`src/design/eps_sched_regs.vh`:
```
/*
 * Register map, field positions, reset values and timing constants of the
 * egress priority scheduler. Assumes a 32-bit Avalon-MM slave with byte
 * addresses and a single 250 MHz core clock.
 */
// Operation
// - Each port keeps four packet queues, 3 highest down to 0 lowest.
// - Priorities 0,3 go to queue 1; 1,2 to 0; 4,5 to 2; 6,7 to 3.
// - Strict mode sends from the highest non-empty queue only.
// - Weighted mode: one packet per queue per pass, weight w joins first w passes.
// - Equal weights give plain round-robin.
// - Zero-weight queue is drained to empty before nonzero-weight queues resume.
// - Bandwidth ceiling applies to receive, transmit or both per direction setting.
// - Limited direction runs at the configured rate in Mbit/s.
// - Unlimited option removes the ceiling whatever the rate.
`ifndef EPS_SCHED_REGS_VH
`define EPS_SCHED_REGS_VH

// Register byte offsets
`define EPS_REG_CTRL       5'h00
`define EPS_REG_RATE       5'h04
`define EPS_REG_WEIGHT     5'h08
`define EPS_REG_STATUS     5'h0c
`define EPS_REG_TXCNT      5'h10

// Control fields
`define EPS_CTRL_WRR       0
`define EPS_CTRL_DIR_RX    1
`define EPS_CTRL_DIR_TX    2
`define EPS_CTRL_UNLIM     3

// Reset values
`define EPS_CTRL_RST       32'h0000000e
`define EPS_RATE_RST       10'h064
`define EPS_WEIGHT_RST     32'h01010101

// Queue geometry
`define EPS_QDEPTH         4'h8
`define EPS_QROOM          4'h6

// Timing: clock rate, and the credit cost of one byte in rate-units per cycle
`define EPS_CLK_MHZ        250
`define EPS_BYTE_COST      (8 * `EPS_CLK_MHZ)
`define EPS_MAX_LEN        2047
`define EPS_CREDIT_CAP     (`EPS_MAX_LEN * `EPS_BYTE_COST)

`endif
```
`src/design/eps_rate_lim.v`:
```
/*
 * Credit-based rate limiter for one traffic direction.
 * Assumes the caller spends only while pass_ok is high.
 */
`timescale 1ns/10ps
`include "eps_sched_regs.vh"

module eps_rate_lim (
    // Clock and reset
    input  wire        clk_sys,
    input  wire        rst,
    // Configuration
    input  wire        limit_en,
    input  wire [9:0]  rate_mbps,
    // Spending
    input  wire        spend,
    input  wire [10:0] spend_len,
    // Permission
    output wire        pass_ok
);
    localparam [12:0]        BYTE_COST = `EPS_BYTE_COST;
    localparam signed [25:0] CAP       = `EPS_CREDIT_CAP;

    reg  signed [24:0] credit_q;
    reg  signed [25:0] credit_d;
    reg                pass_ok_q;
    wire [23:0]        cost;

    // Rate in Mbit/s at 250 MHz: one byte costs 8*250 units, each cycle earns rate units
    assign cost = spend ? spend_len * BYTE_COST : 24'h0;

    always @* begin
        credit_d = {credit_q[24], credit_q} + $signed({16'h0, rate_mbps}) - $signed({2'b00, cost});
        if (credit_d > CAP) begin
            credit_d = CAP; // Burst capped at one longest packet
        end
        if (!limit_en) begin
            credit_d = CAP;
        end
    end

    always @(posedge clk_sys) begin
        if (rst) begin
            credit_q  <= 25'h0;
            pass_ok_q <= 1'b1;
        end else begin
            credit_q  <= credit_d[24:0];
            pass_ok_q <= ~limit_en | ~credit_d[25];
        end
    end

    assign pass_ok = pass_ok_q;

endmodule // eps_rate_lim

```
`src/design/eps_sched.v`:
```
/*
 * Egress priority scheduler for one switch port: four descriptor queues,
 * strict or weighted round-robin draining, and receive/transmit rate ceilings.
 * Assumes descriptors from the forwarding fabric and a transmit path that
 * takes one descriptor per valid/ready handshake; registers on Avalon-MM.
 */
// Register access over Avalon-MM and the register offsets were left to the implementer.
`timescale 1ns/10ps
`include "eps_sched_regs.vh"

module eps_sched (
    // Clock and reset
    input  wire        clk_sys,
    input  wire        rst,
    // Avalon-MM slave
    input  wire [4:0]  avs_address,
    input  wire        avs_read,
    input  wire        avs_write,
    input  wire [31:0] avs_writedata,
    input  wire [3:0]  avs_byteenable,
    output wire [31:0] avs_readdata,
    output wire        avs_waitrequest,
    // Tagged packets from the fabric
    input  wire        in_valid,
    input  wire [2:0]  in_prio,
    input  wire [10:0] in_len,
    output wire        in_ready,
    // Receive path gate
    input  wire        rx_valid,
    input  wire [10:0] rx_len,
    output wire        rx_ready,
    // Transmit path
    output wire        tx_valid,
    output wire [1:0]  tx_queue,
    output wire [10:0] tx_len,
    input  wire        tx_ready
);
    localparam [1:0] QUEUE_LOWEST  = 2'h0;
    localparam [1:0] QUEUE_LOW     = 2'h1;
    localparam [1:0] QUEUE_HIGH    = 2'h2;
    localparam [1:0] QUEUE_HIGHEST = 2'h3;

    // Register file
    reg  [31:0] ctrl_q;
    reg  [9:0]  rate_q;
    reg  [31:0] weight_q;
    reg  [31:0] txcnt_q;
    reg  [31:0] readdata_q;
    reg         waitreq_q;
    reg  [31:0] rd_mux;

    // Scheduler state
    reg  [8:0]  pass_q;
    reg  [8:0]  pass_d;
    reg  [1:0]  ptr_q;
    reg  [1:0]  ptr_d;
    reg         load;
    reg  [1:0]  pick;
    reg         tx_valid_q;
    reg  [1:0]  tx_queue_q;
    reg  [10:0] tx_len_q;
    reg         in_ready_q;
    reg         rx_ready_q;

    wire [3:0]  nonempty;
    wire [3:0]  room;
    wire [3:0]  zero_hit;
    wire [3:0]  cand_cur;
    wire [3:0]  cand_nxt;
    wire [3:0]  cand_any;
    wire [15:0] counts;
    wire [43:0] heads;
    wire [1:0]  in_queue;
    wire        push_ok;
    wire        slot_free;
    wire        tx_ok;
    wire        rx_ok;
    wire        rx_take;
    wire        wr_hit;
    wire        mode_wrr;
    wire [31:0] ctrl_new;
    wire [31:0] rate_new;

    assign mode_wrr = ctrl_q[`EPS_CTRL_WRR];
    assign push_ok  = in_valid & in_ready_q;
    assign rx_take  = rx_valid & rx_ready_q;
    assign wr_hit   = avs_write & ~waitreq_q;
    assign slot_free = ~tx_valid_q | tx_ready;
    assign ctrl_new  = merge_be(ctrl_q, avs_writedata, avs_byteenable);
    assign rate_new  = merge_be({22'h0, rate_q}, avs_writedata, avs_byteenable);

    function [1:0] map_prio;
        input [2:0] prio;
        begin
            case (prio)
                3'h0, 3'h3: map_prio = QUEUE_LOW;
                3'h1, 3'h2: map_prio = QUEUE_LOWEST;
                3'h4, 3'h5: map_prio = QUEUE_HIGH;
                default:    map_prio = QUEUE_HIGHEST;
            endcase
        end
    endfunction

    function [1:0] highest;
        input [3:0] mask;
        begin
            if (mask[3]) begin
                highest = 2'h3;
            end else if (mask[2]) begin
                highest = 2'h2;
            end else if (mask[1]) begin
                highest = 2'h1;
            end else begin
                highest = 2'h0;
            end
        end
    endfunction

    function [31:0] merge_be;
        input [31:0] old_val;
        input [31:0] new_val;
        input [3:0]  be;
        integer      b;
        begin
            merge_be = old_val;
            for (b = 0; b < 4; b = b + 1) begin
                if (be[b]) begin
                    merge_be[8*b +: 8] = new_val[8*b +: 8];
                end
            end
        end
    endfunction

    assign in_queue = map_prio(in_prio);

    // Four descriptor queues, 3 highest down to 0 lowest
    genvar i;
    generate
        for (i = 0; i < 4; i = i + 1) begin : g_queue
            localparam [1:0] QI = i;
            reg  [10:0] mem_q [0:7];
            reg  [2:0]  wr_ptr_q;
            reg  [2:0]  rd_ptr_q;
            reg  [3:0]  cnt_q;
            wire        push;
            wire        pop;
            wire [7:0]  w;
            wire [8:0]  w9;

            assign push = push_ok & (in_queue == QI);
            assign pop  = load & (pick == QI);
            assign w    = weight_q[8*i +: 8];
            assign w9   = {1'b0, w};

            always @(posedge clk_sys) begin
                if (rst) begin
                    wr_ptr_q <= 3'h0;
                    rd_ptr_q <= 3'h0;
                    cnt_q    <= 4'h0;
                end else begin
                    if (push) begin
                        wr_ptr_q <= wr_ptr_q + 3'h1;
                    end
                    if (pop) begin
                        rd_ptr_q <= rd_ptr_q + 3'h1;
                    end
                    cnt_q <= cnt_q + {3'h0, push} - {3'h0, pop};
                end
            end

            always @(posedge clk_sys) begin
                if (push) begin
                    mem_q[wr_ptr_q] <= in_len;
                end
            end

            assign nonempty[i]       = (cnt_q != 4'h0);
            // Ready is registered, so leave room for one push in flight
            assign room[i]           = (cnt_q <= `EPS_QROOM);
            assign counts[4*i +: 4]  = cnt_q;
            assign heads[11*i +: 11] = mem_q[rd_ptr_q];
            assign zero_hit[i] = nonempty[i] & (w == 8'h00);
            assign cand_cur[i] = nonempty[i] & (w != 8'h00) & (w9 >= pass_q) & (QI <= ptr_q);
            assign cand_nxt[i] = nonempty[i] & (w9 > pass_q);
            assign cand_any[i] = nonempty[i] & (w != 8'h00);
        end
    endgenerate

    // Pick the next queue; at most one descriptor per cycle
    always @* begin
        load   = 1'b0;
        pick   = 2'h0;
        pass_d = pass_q;
        ptr_d  = ptr_q;
        if (slot_free & tx_ok) begin
            if (!mode_wrr) begin
                if (|nonempty) begin
                    load = 1'b1;
                    pick = highest(nonempty);
                end
                pass_d = 9'h001;
                ptr_d  = 2'h3;
            end else if (|zero_hit) begin
                load = 1'b1;
                pick = highest(zero_hit);
            end else if (|cand_any) begin
                load = 1'b1;
                if (|cand_cur) begin
                    pick = highest(cand_cur);
                end else if (|cand_nxt) begin
                    pick   = highest(cand_nxt);
                    pass_d = pass_q + 9'h001;
                end else begin
                    pick   = highest(cand_any);
                    pass_d = 9'h001;
                end
                if (pick == 2'h0) begin
                    ptr_d  = 2'h3;
                    pass_d = pass_d + 9'h001;
                end else begin
                    ptr_d = pick - 2'h1;
                end
            end
        end
    end

    always @(posedge clk_sys) begin
        if (rst) begin
            pass_q     <= 9'h001;
            ptr_q      <= 2'h3;
            tx_valid_q <= 1'b0;
            tx_queue_q <= 2'h0;
            tx_len_q   <= 11'h000;
            in_ready_q <= 1'b0;
            rx_ready_q <= 1'b0;
        end else begin
            pass_q     <= pass_d;
            ptr_q      <= ptr_d;
            in_ready_q <= &room;
            rx_ready_q <= rx_ok;
            if (load) begin
                tx_valid_q <= 1'b1;
                tx_queue_q <= pick;
                tx_len_q   <= heads[11*pick +: 11];
            end else if (tx_ready) begin
                tx_valid_q <= 1'b0;
            end
        end
    end

    // Rate ceilings; unlimited overrides both directions
    eps_rate_lim u_tx_lim (
        .clk_sys   (clk_sys),
        .rst       (rst),
        .limit_en  (ctrl_q[`EPS_CTRL_DIR_TX] & ~ctrl_q[`EPS_CTRL_UNLIM]),
        .rate_mbps (rate_q),
        .spend     (load),
        .spend_len (heads[11*pick +: 11]),
        .pass_ok   (tx_ok)
    );

    eps_rate_lim u_rx_lim (
        .clk_sys   (clk_sys),
        .rst       (rst),
        .limit_en  (ctrl_q[`EPS_CTRL_DIR_RX] & ~ctrl_q[`EPS_CTRL_UNLIM]),
        .rate_mbps (rate_q),
        .spend     (rx_take),
        .spend_len (rx_len),
        .pass_ok   (rx_ok)
    );

    // Register read mux; unmapped offsets read zero
    always @* begin
        case (avs_address)
            `EPS_REG_CTRL:   rd_mux = {28'h0, ctrl_q[3:0]};
            `EPS_REG_RATE:   rd_mux = {22'h0, rate_q};
            `EPS_REG_WEIGHT: rd_mux = weight_q;
            `EPS_REG_STATUS: rd_mux = {12'h0, rx_ok, tx_ok, tx_queue_q, counts};
            `EPS_REG_TXCNT:  rd_mux = txcnt_q;
            default:         rd_mux = 32'h0;
        endcase
    end

    // One wait cycle per access: data is staged on the same edge that waitrequest drops
    always @(posedge clk_sys) begin
        if (rst) begin
            ctrl_q     <= `EPS_CTRL_RST;
            rate_q     <= `EPS_RATE_RST;
            weight_q   <= `EPS_WEIGHT_RST;
            txcnt_q    <= 32'h0;
            readdata_q <= 32'h0;
            waitreq_q  <= 1'b1;
        end else begin
            waitreq_q <= ~((avs_read | avs_write) & waitreq_q);
            if (avs_read & waitreq_q) begin
                readdata_q <= rd_mux;
            end
            if (wr_hit && avs_address == `EPS_REG_CTRL) begin
                ctrl_q <= {28'h0, ctrl_new[3:0]};
            end
            if (wr_hit && avs_address == `EPS_REG_RATE) begin
                rate_q <= rate_new[9:0];
            end
            if (wr_hit && avs_address == `EPS_REG_WEIGHT) begin
                weight_q <= merge_be(weight_q, avs_writedata, avs_byteenable);
            end
            // A clearing write in the same cycle as a count restarts the counter at one
            if (load) begin
                txcnt_q <= (wr_hit && avs_address == `EPS_REG_TXCNT) ? 32'h1 : txcnt_q + 32'h1;
            end else if (wr_hit && avs_address == `EPS_REG_TXCNT) begin
                txcnt_q <= 32'h0;
            end
        end
    end

    assign avs_readdata    = readdata_q;
    assign avs_waitrequest = waitreq_q;
    assign in_ready        = in_ready_q;
    assign rx_ready        = rx_ready_q;
    assign tx_valid        = tx_valid_q;
    assign tx_queue        = tx_queue_q;
    assign tx_len          = tx_len_q;

endmodule // eps_sched

```
`config.mk`:
```
export PLATFORM = sky130hd
export DESIGN_NAME = eps_sched
export DESIGN_NICKNAME = d
export VERILOG_FILES = /design/src/design/eps_rate_lim.v /design/src/design/eps_sched.v
export VERILOG_INCLUDE_DIRS = /design/src /design/src/design
export SDC_FILE = /design/constraint.sdc
export NUM_CORES = 1
export LEC_CHECK = 0
export BUFFER_PORTS_ARGS = -buffer_cell sky130_fd_sc_hd__buf_2
export CAP_MARGIN = 20
export CELL_PAD_IN_SITES_DETAIL_PLACEMENT = 0
export CELL_PAD_IN_SITES_GLOBAL_PLACEMENT = 1
export CORE_MARGIN = 2
export CORE_UTILIZATION = 55
export DETAILED_ROUTE_END_ITERATION = 16
export PLACE_DENSITY = 0.86
export SYNTH_ARGS = -nofsm -noshare
export SYNTH_HDL_FRONTEND = slang
export SYNTH_SLANG_ARGS = --single-unit
```
`constraint.sdc`:
```
create_clock -name clk_sys -period 30 [get_ports clk_sys]
set_input_delay 4.5 -clock clk_sys [delete_from_list [all_inputs] [get_ports clk_sys]]
set_output_delay 4.5 -clock clk_sys [all_outputs]
set_load 0.01 [all_outputs]
```
Word level (Yosys, flattened, before mapping):

Memory sizes are Yosys's and may differ from the RTL's. A register that Yosys moved wholly into a read port is not among the register bits.
Cells that the tools add are included.
Widths: inputs -> output; s select.

* output and inout bits: 49
* logic and storage cells: 266
* bits in registers: 230
* memory bits (writable): 352
* memories kept: 4
* latch bits: 0
* bits in read-only memories: 0

Memories
* g_queue[0].mem_q: words 8, width 11, read ports 1, clocked after Yosys merged registers in 1, wr ports 1, RTL line eps_sched.v:141 `reg [10:0] mem_q [0:7];`
* g_queue[1].mem_q: words 8, width 11, read ports 1, clocked after Yosys merged registers in 1, wr ports 1, RTL line eps_sched.v:141
* g_queue[2].mem_q: words 8, width 11, read ports 1, clocked after Yosys merged registers in 1, wr ports 1, RTL line eps_sched.v:141
* g_queue[3].mem_q: words 8, width 11, read ports 1, clocked after Yosys merged registers in 1, wr ports 1, RTL line eps_sched.v:141

* bitwise logic cells: 48
* eq/ne operators: 17
* $add $sub $neg: 24
* divide/modulo/power cells: 0
* multiplexer cells: 74
* order comparisons: 18
* reductions and logical operators: 42
* shift operators: 1
* multipliers: 3

Operators with widths (count)
* $pmux 32 s5: 1
* $mux 26: 4
* $mux 32: 3
* $mux 9: 10
* $add 25x11->26: 2
* $gt 26x23->1 const B: 2
* $sub 26x24->26: 2
* $mux 2: 25
* $mux 22: 2
* $shiftx 44x7->11: 1
* $and 1x1->1: 36
* $ge 8x9->1: 4
* $gt 8x9->1: 4
* $mul 11x7->18 const B: 2
* $add 32x1->32 const B: 1
* $logic_not 8->1: 4
* $reduce_bool 8->1: 4
* $add 3x1->3 const B: 8
* $mux 3: 8
* $mux 1: 20
* $reduce_or 4->1: 5
* $add 9x1->9 const B: 2
* $add 4x1->4: 4
* $le 4x3->1 const B: 4
* other kinds (29): 69

Longest topological paths before layout:

Gate-level depths: netlist (run 1).

* depth in word-level cells: 26
* mapped depth: 45

By module:

Synthesis (run 1) repeated with hierarchy kept, for this count alone.

* cells, all modules: 2897
* area total of the unflattened synthesis: 33019.2 sq um

By module, submodules not included
* eps_sched: instances 1, area an instance 23496.3 sq um, cells an instance 1750, sequential area each 14373.8 sq um
* eps_rate_lim (u_tx_lim): instances 1, area an instance 4814.6 sq um, cells an instance 579, sequential area each 520.5 sq um
* eps_rate_lim (u_rx_lim): instances 1, area an instance 4708.3 sq um, cells an instance 568, sequential area each 520.5 sq um

Worst setup path before layout (run 1):

No wires, ideal clock.

* path type: input -> register
* from: in tx_ready
* to: reg u_tx_lim.credit_q[6]
* setup slack: 17.438 ns
* data required time: 29.875 ns
* stages on the path: 37
* path buffers: 3
* arrival: 12.437 ns
* cell sequence: nand2b_1 > nand2_1 > a21o_1 > or3_1 > o21ai_2 > buf_2 > a211oi_1 > a21oi_1 > inv_1 > fa_1 > inv_1 > fa_1 > fa_1 > fa_1 > inv_1 > ha_1 > a21boi_0 > o21ai_0 > a21oi_1 > nand4_1 > and3b_1 > xnor2_1 > nand2_1 > ha_1 > ha_1 > clkbuf_1 > and3_1 > nand4_1 > or2_1 > o221ai_1 > a21o_1 > a21oi_1 > xor2_1 > o311ai_4 > a211o_1 > buf_2 > nor2_1

* cells in the longest elaborated chain, start to end: 10
* elaborated cells on any way between the ends: 11

Ends and longest elaborated chain
* start: declaration: RTL line eps_sched.v:36 `input wire tx_ready`
* $or 1x1->1 (*): RTL line eps_sched.v:88 `assign slot_free = ~tx_valid_q | tx_ready;`
* $and 1x1->1 (*): RTL line eps_sched.v:195 `if (slot_free & tx_ok) begin`
* $mux 2 (*): RTL line eps_sched.v:195
* $mul 4x2->6 (*): RTL line eps_sched.v:258 `.spend_len (heads[11*pick +: 11]),`
* $shiftx 44x7->11 (*): RTL line eps_sched.v:258
* via u_tx_lim.spend_len[2]: RTL line eps_rate_lim.v:17 `input wire [10:0] spend_len,`
* $mul 11x7->18 (*): RTL line eps_rate_lim.v:30 `assign cost = spend ? spend_len * BYTE_COST : 24'h0;`
* $mux 22 (*): RTL line eps_rate_lim.v:30
* $sub 26x24->26 (*): RTL line eps_rate_lim.v:33 `credit_d = {credit_q[24], credit_q} + $signed({16'h0, rate_mbps}) - $signed({2'b00, cost});`
* $gt 26x23->1: RTL line eps_rate_lim.v:34 `if (credit_d > CAP) begin`
* $reduce_or 3->1 (no line)
* end signal: assignment: RTL line eps_rate_lim.v:47 `credit_q <= credit_d[24:0];`
* end: declaration: RTL line eps_rate_lim.v:24 `reg signed [24:0] credit_q;`

Mark *: on every way through the listed nets, which the timed path passes. The rest lies on a longest branch.
A chain may end at the register's enable or synchronous reset.

Worst setup path after layout (run 1):

* from: in tx_ready
* to: reg u_tx_lim.credit_q[4]

* cells in the longest elaborated chain, start to end: 11
* elaborated cells on any way between the ends: 12

Ends and longest elaborated chain
* $or 1x1->1: RTL line eps_sched.v:88
* $and 1x1->1: RTL line eps_sched.v:195
* $mux 2: RTL line eps_sched.v:195
* $mul 4x2->6: RTL line eps_sched.v:258
* $shiftx 44x7->11: RTL line eps_sched.v:258
* via u_tx_lim.spend_len[3]: RTL line eps_rate_lim.v:17
* $mul 11x7->18: RTL line eps_rate_lim.v:30
* $mux 22: RTL line eps_rate_lim.v:30
* $sub 26x24->26: RTL line eps_rate_lim.v:33
* $gt 26x23->1: RTL line eps_rate_lim.v:34
* $mux 26: RTL line eps_rate_lim.v:34
* $mux 26: RTL line eps_rate_lim.v:37 `if (!limit_en) begin`

The timed path passes the listed nets, and every way through them passes these cells.

==> results of run 1 <==
cell type report:
| cell class | instances | area (µm²) | share of cell area, % |
|---|---|---|---|
| inverters | 221 | 830 | 2.33 |
| well taps | 765 | 957 | 2.69 |
| clock buffers | 89 | 1790 | 5.01 |
| flip-flops and latches | 594 | 15400 | 43.2 |
| clock inverters | 25 | 274 | 0.769 |
| multi-input cells | 1849 | 15400 | 43.3 |
| repair buffers | 163 | 948 | 2.66 |
worst reg2reg max path, delay by kind of cell (launching register included):
kind / cells / cell delay [ns]
AO/OA/AOI/OAI: 17 / 4.47
adder cells (fa/ha/maj): 8 / 3.42
AND/OR/NAND/NOR: 7 / 1.12
buffers and inverters: 5 / 0.88
flip-flops: 1 / 0.52
XOR/XNOR: 2 / 0.40
worst max-delay path by stage:
| stage | startpoint | to | cells past startpoint |
|---|---|---|---|
| 2_1_floorplan | tx_ready | u_tx_lim.credit_q[6] | 37 |
| 3_3_place_gp | tx_ready | u_tx_lim.credit_q[0] | 37 |
| 3_5_place_dp | tx_ready | u_tx_lim.credit_q[5] | 37 |
| 4_1_cts | tx_ready | u_tx_lim.credit_q[4] | 37 |
| 5_1_grt | tx_ready | u_tx_lim.credit_q[5] | 38 |
| 6_report | tx_ready | u_tx_lim.credit_q[4] | 37 |
cell usage after synthesis, types with 5 or more instances:
master / instances
edfxtp_1: 352
nor2_1: 263
dfxtp_1: 242
ha_1: 233
inv_1: 221
a21oi_1: 177
nand2_1: 174
mux4_2: 88
fa_1: 84
clkbuf_1: 78
mux2i_1: 68
o21ai_0: 64
xor2_1: 59
xnor2_1: 56
a211oi_1: 53
nor2b_1: 51
nand3_1: 45
nor3_1: 45
a21o_1: 31
nand2b_1: 23
or3_1: 23
and3_1: 22
nand4_1: 22
a222oi_1: 20
a22oi_1: 15
o21ai_1: 14
o211ai_1: 13
nor4_1: 11
o21a_1: 11
o21bai_1: 11
and2_1: 10
buf_1: 10
buf_2: 10
a31oi_1: 7
and4_1: 7
nand4b_1: 7
o31ai_1: 7
o22ai_1: 6
or2_2: 6
a21oi_2: 5
nor3b_1: 5
o221ai_1: 5
o31a_1: 5
through the flow:
stage                     hold slack [ns]  instance area (µm²)  instances
after floorplan                     0.439                32000       2763
after global placement              0.420                33500       3584
after detailed placement            0.431                33500       3584
after CTS                           0.442                35600       3698
after global routing                0.449                35600       3706
final                               0.439                35600       3706
metal layers:
metal	GRT usage (%)	vias up	routed length, µm
met4	8.43	0	2160
met1	34.0	10800	33000
met3	3.75	123	4460
li1	-	10400	-
met5	0	-	0
met2	44.0	648	37600
cell families after synthesis:
group,Yosys count
AOI/OAI and AO/OA,514
xor gates and xnor gates,115
adders and majority gates,317
buffers and inverters,320
DFF,594
muxes,160
and+or+nand+nor,743
state kept, by name (all words and copies together) (netlist names), named ones only:
name and flops:
g_queue.mem_q 352, avs_readdata 32, txcnt_q 32, weight_q 32
u_rx_lim.credit_q 25, u_tx_lim.credit_q 25, g_queue.cnt_q 16, g_queue.rd_ptr_q 12
g_queue.wr_ptr_q 12, tx_len 11, rate_q 10, pass_q 9
ctrl_q 4, ptr_q 2, tx_queue 2, avs_waitrequest 1
in_ready 1, rx_ready 1, tx_valid 1, u_rx_lim.pass_ok 1
u_tx_lim.pass_ok 1
==> impl_metrics.ini, run 1 <==
[yosys]
synth_top_area_cell = edfxtp_1
syn_inst = 2763
yosysUniqueCellTypes = 101
synth_mux_area_share_pct = 8.45
syn-cell-area_um2 = 32000
synth_compound_area_share_pct = 10.9
ys_warn_count = 0
yosys.area_share.simple_pct = 11.2
synth_top_family_by_area = adder cells
async_flop_share_pct = 0
ys_seq_elements = 594
yosys.area_share.adder_pct = 14.3
synth_area_per_cell_um2 = 11.6
yosysTopAreaCellShare_pct = 33.0
synth_area_leaders = edfxtp_1 33%, dfxtp_1 15%, ha_1 9.1%
synth_nets = 3153
synth-main-ff-cell = edfxtp_1
synth_edf_count = 352
synth-xor-area-share_pct = 3.14
yosysSeqAreaShare_pct = 48.1

[run]
max_cap_viol_count = 0

[global_routing]
grt_max_degree = 67
grt_first_pass_wirelength_um = 121000
overflow = 0
antenna_found_initial = 0
grt_pass1_vias = 22100
grt_usage_pct = 25.8

[sta]
rsz0062_at_grt = false
finalHoldViolCount = 0
drv_slew = 0
setup_slack_ns = 16.85
tns_ns = 0
timing.final.crit_share_pct = 43.8
worst_pin_slew_ns = 1.12
setup_violations = 0
maxSlewHeadroom_pct = 25.2
max_freq_mhz = 76.0
fin_crit_ns = 13.15
skew_ns = 0.0507

[critical_path]
cpMostUsedCell = a21oi_1
arrival_ns = 13.63
r2r_cells = 39
reg2reg_to = u_tx_lim.credit_q[4]
worstSetupPathType = in -> reg
r2r_start = pass_q[2]
critPathLaunchType = input pin
cp_top_family = compound AO/OA/AOI/OAI gates
critPathMaxFanout = 48
cp.required_ns = 30.48
cp_slowest_stage_delay_ns = 0.56
crit_slowest_cell = fa_1
reg2reg_slack_ns = 19.07
critPathBufInv = 5
end_kind = flop

[routing]
drt-wirelength-per-cell_um = 20.8
drtPass1Iterations = 6
routed_wl_um = 77200
viasPerCell = 5.93
route.detailed.drc = 0
ant_nets = 0
drt-initial-drc-count = 2007
vias = 22000

[floorplanning]
fp.dieW_um = 245
rows = 88
initial_utilization_pct = 55.5
die_h_um = 245
io_pins = 122
core_area_um2 = 57700
die-area_um2 = 60200

[cts]
clk_latency_ns = 0.66
h-tree-depth = 2
postCtsSetupBuffers = 0
cts_made_buffers = 60
cts_hold_buffers = 0
clockBufferDepth = 3
cts_resized = 0
clkSlewWorstSetupHoldPaths_ns = 0.07
tritoncts = built
cts.sinks = 594
cts-root-buf = clkbuf_16

[cells_and_area]
fill_cells = 4565
final_common_cell = edfxtp_1
drive_gt1_share_pct = 13.7
diodes = 0
area_delta_synth_final_pct = 11.2
nNetsFinal = 3279
final_cell_mix = 352 x edfxtp_1, 263 x nor2_1, 242 x dfxtp_1
fin_util_pct = 61.8

[place]
place_hpwl_um = 55000
preCtsSetupSlack_ns = 16.28
gp_routability_congestion = 0.898
io_buffers = 121

[worst_hold_path]
hold_class = reg -> reg
min_to = avs_waitrequest
min_from = avs_waitrequest
min_path_cells = 1

[outcome]
status = finished clean
Power of run 1 is not shown: default switching activity piles up to over one toggle a cycle in this logic, so the estimate is an artifact.
==> inputs of run 2 (changes only) <==
- CORE_UTILIZATION: 55 -> 46
- PLACE_DENSITY: 0.86 -> 0.77
- clock period: 30 -> 11 ns (I/O delays scaled with it)
==> run 2 against run 1 <==
  * Final cell count up 4.8%
  * Clock skew up 0.0021 ns
  * Global-route usage down 4.2 points
  * Die area up 19%
  * Design area up 0.75%
  * Utilization down 9.6 points
  * Sequential share of layout area down 0.32 points
  * Critical path depth up 3
  * First-iteration DRC count down 17%
  * Setup slack worse by 16 ns
  * Worst hold slack worse by 0.0024 ns
  * Critical path type is now reg -> reg
  * Highest routed layer unchanged
==> impl_metrics.ini, run 2 (synthesized netlist as in run 1, its figures left out) <==
[outcome]
status = finished clean

[critical_path]
critPathLaunchType = flop
reg2reg_to = u_tx_lim.credit_q[6]
end_kind = flop
r2r_cells = 40
reg2reg_slack_ns = 0.84
cp_slowest_stage_delay_ns = 0.57
worstSetupPathType = reg -> reg
critPathMaxFanout = 30
cp.required_ns = 11.48
arrival_ns = 10.64
crit_slowest_cell = fa_1
r2r_start = pass_q[2]

[floorplanning]
rows = 96
fp.dieW_um = 268
die_h_um = 268
die-area_um2 = 71800
io_pins = 122
core_area_um2 = 68800
initial_utilization_pct = 46.6

[cts]
tritoncts = built
cts.sinks = 594
clkSlewWorstSetupHoldPaths_ns = 0.06
cts-root-buf = clkbuf_16
clk_latency_ns = 0.65
cts_hold_buffers = 0
h-tree-depth = 2
cts_made_buffers = 59
clockBufferDepth = 3

[worst_hold_path]
min_to = avs_waitrequest
min_from = avs_waitrequest
hold_class = reg -> reg
min_path_cells = 1

[run]
max_cap_viol_count = 0

[cells_and_area]
final_cell_mix = 352 x edfxtp_1, 263 x nor2_1, 242 x dfxtp_1
top_register = g_queue.mem_q
fin_util_pct = 52.2
fill_cells = 5907
final_cells = 3883
area_delta_synth_final_pct = 12.1
nNetsFinal = 3296
final_common_cell = edfxtp_1
largest_reg_flops = 352
drive_gt1_share_pct = 14.1

[global_routing]
grt_usage_pct = 21.6
grt_pass1_vias = 21900
overflow = 0
antenna_found_initial = 1
grt_max_degree = 89
grt_first_pass_wirelength_um = 121000

[routing]
ant_nets = 0
route.detailed.drc = 0
drt-wirelength-per-cell_um = 19.8
routed_wl_um = 77100
drt-initial-drc-count = 1658
viasPerCell = 5.61
drtPass1Iterations = 5
vias = 21800

[sta]
drv_slew = 0
timing.final.crit_share_pct = 92.3
max_freq_mhz = 98.5
maxSlewHeadroom_pct = 24.8
worst_pin_slew_ns = 1.12
finalHoldViolCount = 0
tns_ns = 0
fin_crit_ns = 10.16
setup_violations = 0
skew_ns = 0.0528
rsz0062_at_grt = false

[place]
dp.cells = 3762
place_hpwl_um = 55800
io_buffers = 121
gp_routability_congestion = 0.866
run 2: changes by cell type in the layout (fill, tap and decap cells not counted), sizes merged:
cell	previous run	this run
buf	162	180
clkbuf	90	77
clkinv	18	22
clkinvlp	1	4
bufinv	3	2
diode	0	1
inv	224	223
run 2: worst max-delay path, delay by kind of cell, from the launching register on:
family | cells | cell delay, ns
adders and majority gates | 8 | 3.44
AOI/OAI and AO/OA | 16 | 3.53
and+or+nand+nor | 9 | 1.60
buffers and inverters | 5 | 0.62
DFF | 1 | 0.50
xor gates and xnor gates | 2 | 0.31
run 2: cell type report:
class | instances | area [µm²] | area share, %
inverter | 221 | 830 | 2.31
clock inverter | 30 | 277 | 0.770
antenna | 1 | 2.50 | 0.00697
timing repair buffer | 181 | 1170 | 3.25
sequential | 594 | 15400 | 42.9
multi-input combinational | 1849 | 15500 | 43.1
tap | 931 | 1160 | 3.24
clock buffer | 76 | 1580 | 4.40
run 2: per-stage QoR:
stage                     cell area (µm²)  hold slack, ns  setup slack [ns]
after floorplan                     32000           0.439              1.29
after global placement              33800           0.423             0.421
after detailed placement            33800           0.429             0.200
after CTS                           35700           0.443             0.247
after global routing                35900           0.458            0.0258
final                               35900           0.436             0.843
run 2: worst max-delay path by stage:
| stage | startpoint | end | slack [ns] |
|---|---|---|---|
| 6_report | pass_q[2] | u_tx_lim.credit_q[6] | 0.84 |
| 5_1_grt | pass_q[6] | u_tx_lim.credit_q[3] | 0.03 |
| 4_1_cts | pass_q[2] | u_tx_lim.credit_q[0] | 0.25 |
| 3_5_place_dp | tx_ready | u_tx_lim.credit_q[0] | 0.20 |
| 3_3_place_gp | tx_ready | u_tx_lim.credit_q[0] | 0.42 |
| 2_1_floorplan | tx_ready | u_tx_lim.credit_q[6] | 1.29 |
run 2: what timing repair did:
action | CTS | global route
setup buffers | 0 | 0
resized for setup | 0 | 9
endpoints found under the setup margin | 0 | 26
run 2: layer usage:
metal | GRT usage [%] | share of wire, % | wire (µm) | vias up
li1 | - | - | - | 10400
met1 | 29.3 | 45 | 34400 | 10800
met2 | 35.8 | 47 | 36400 | 519
met3 | 3.24 | 5.1 | 3950 | 125
met4 | 7.29 | 3.1 | 2370 | 0
met5 | 0 | 0 | 0 | -
Power of run 2 is left out for the same reason.
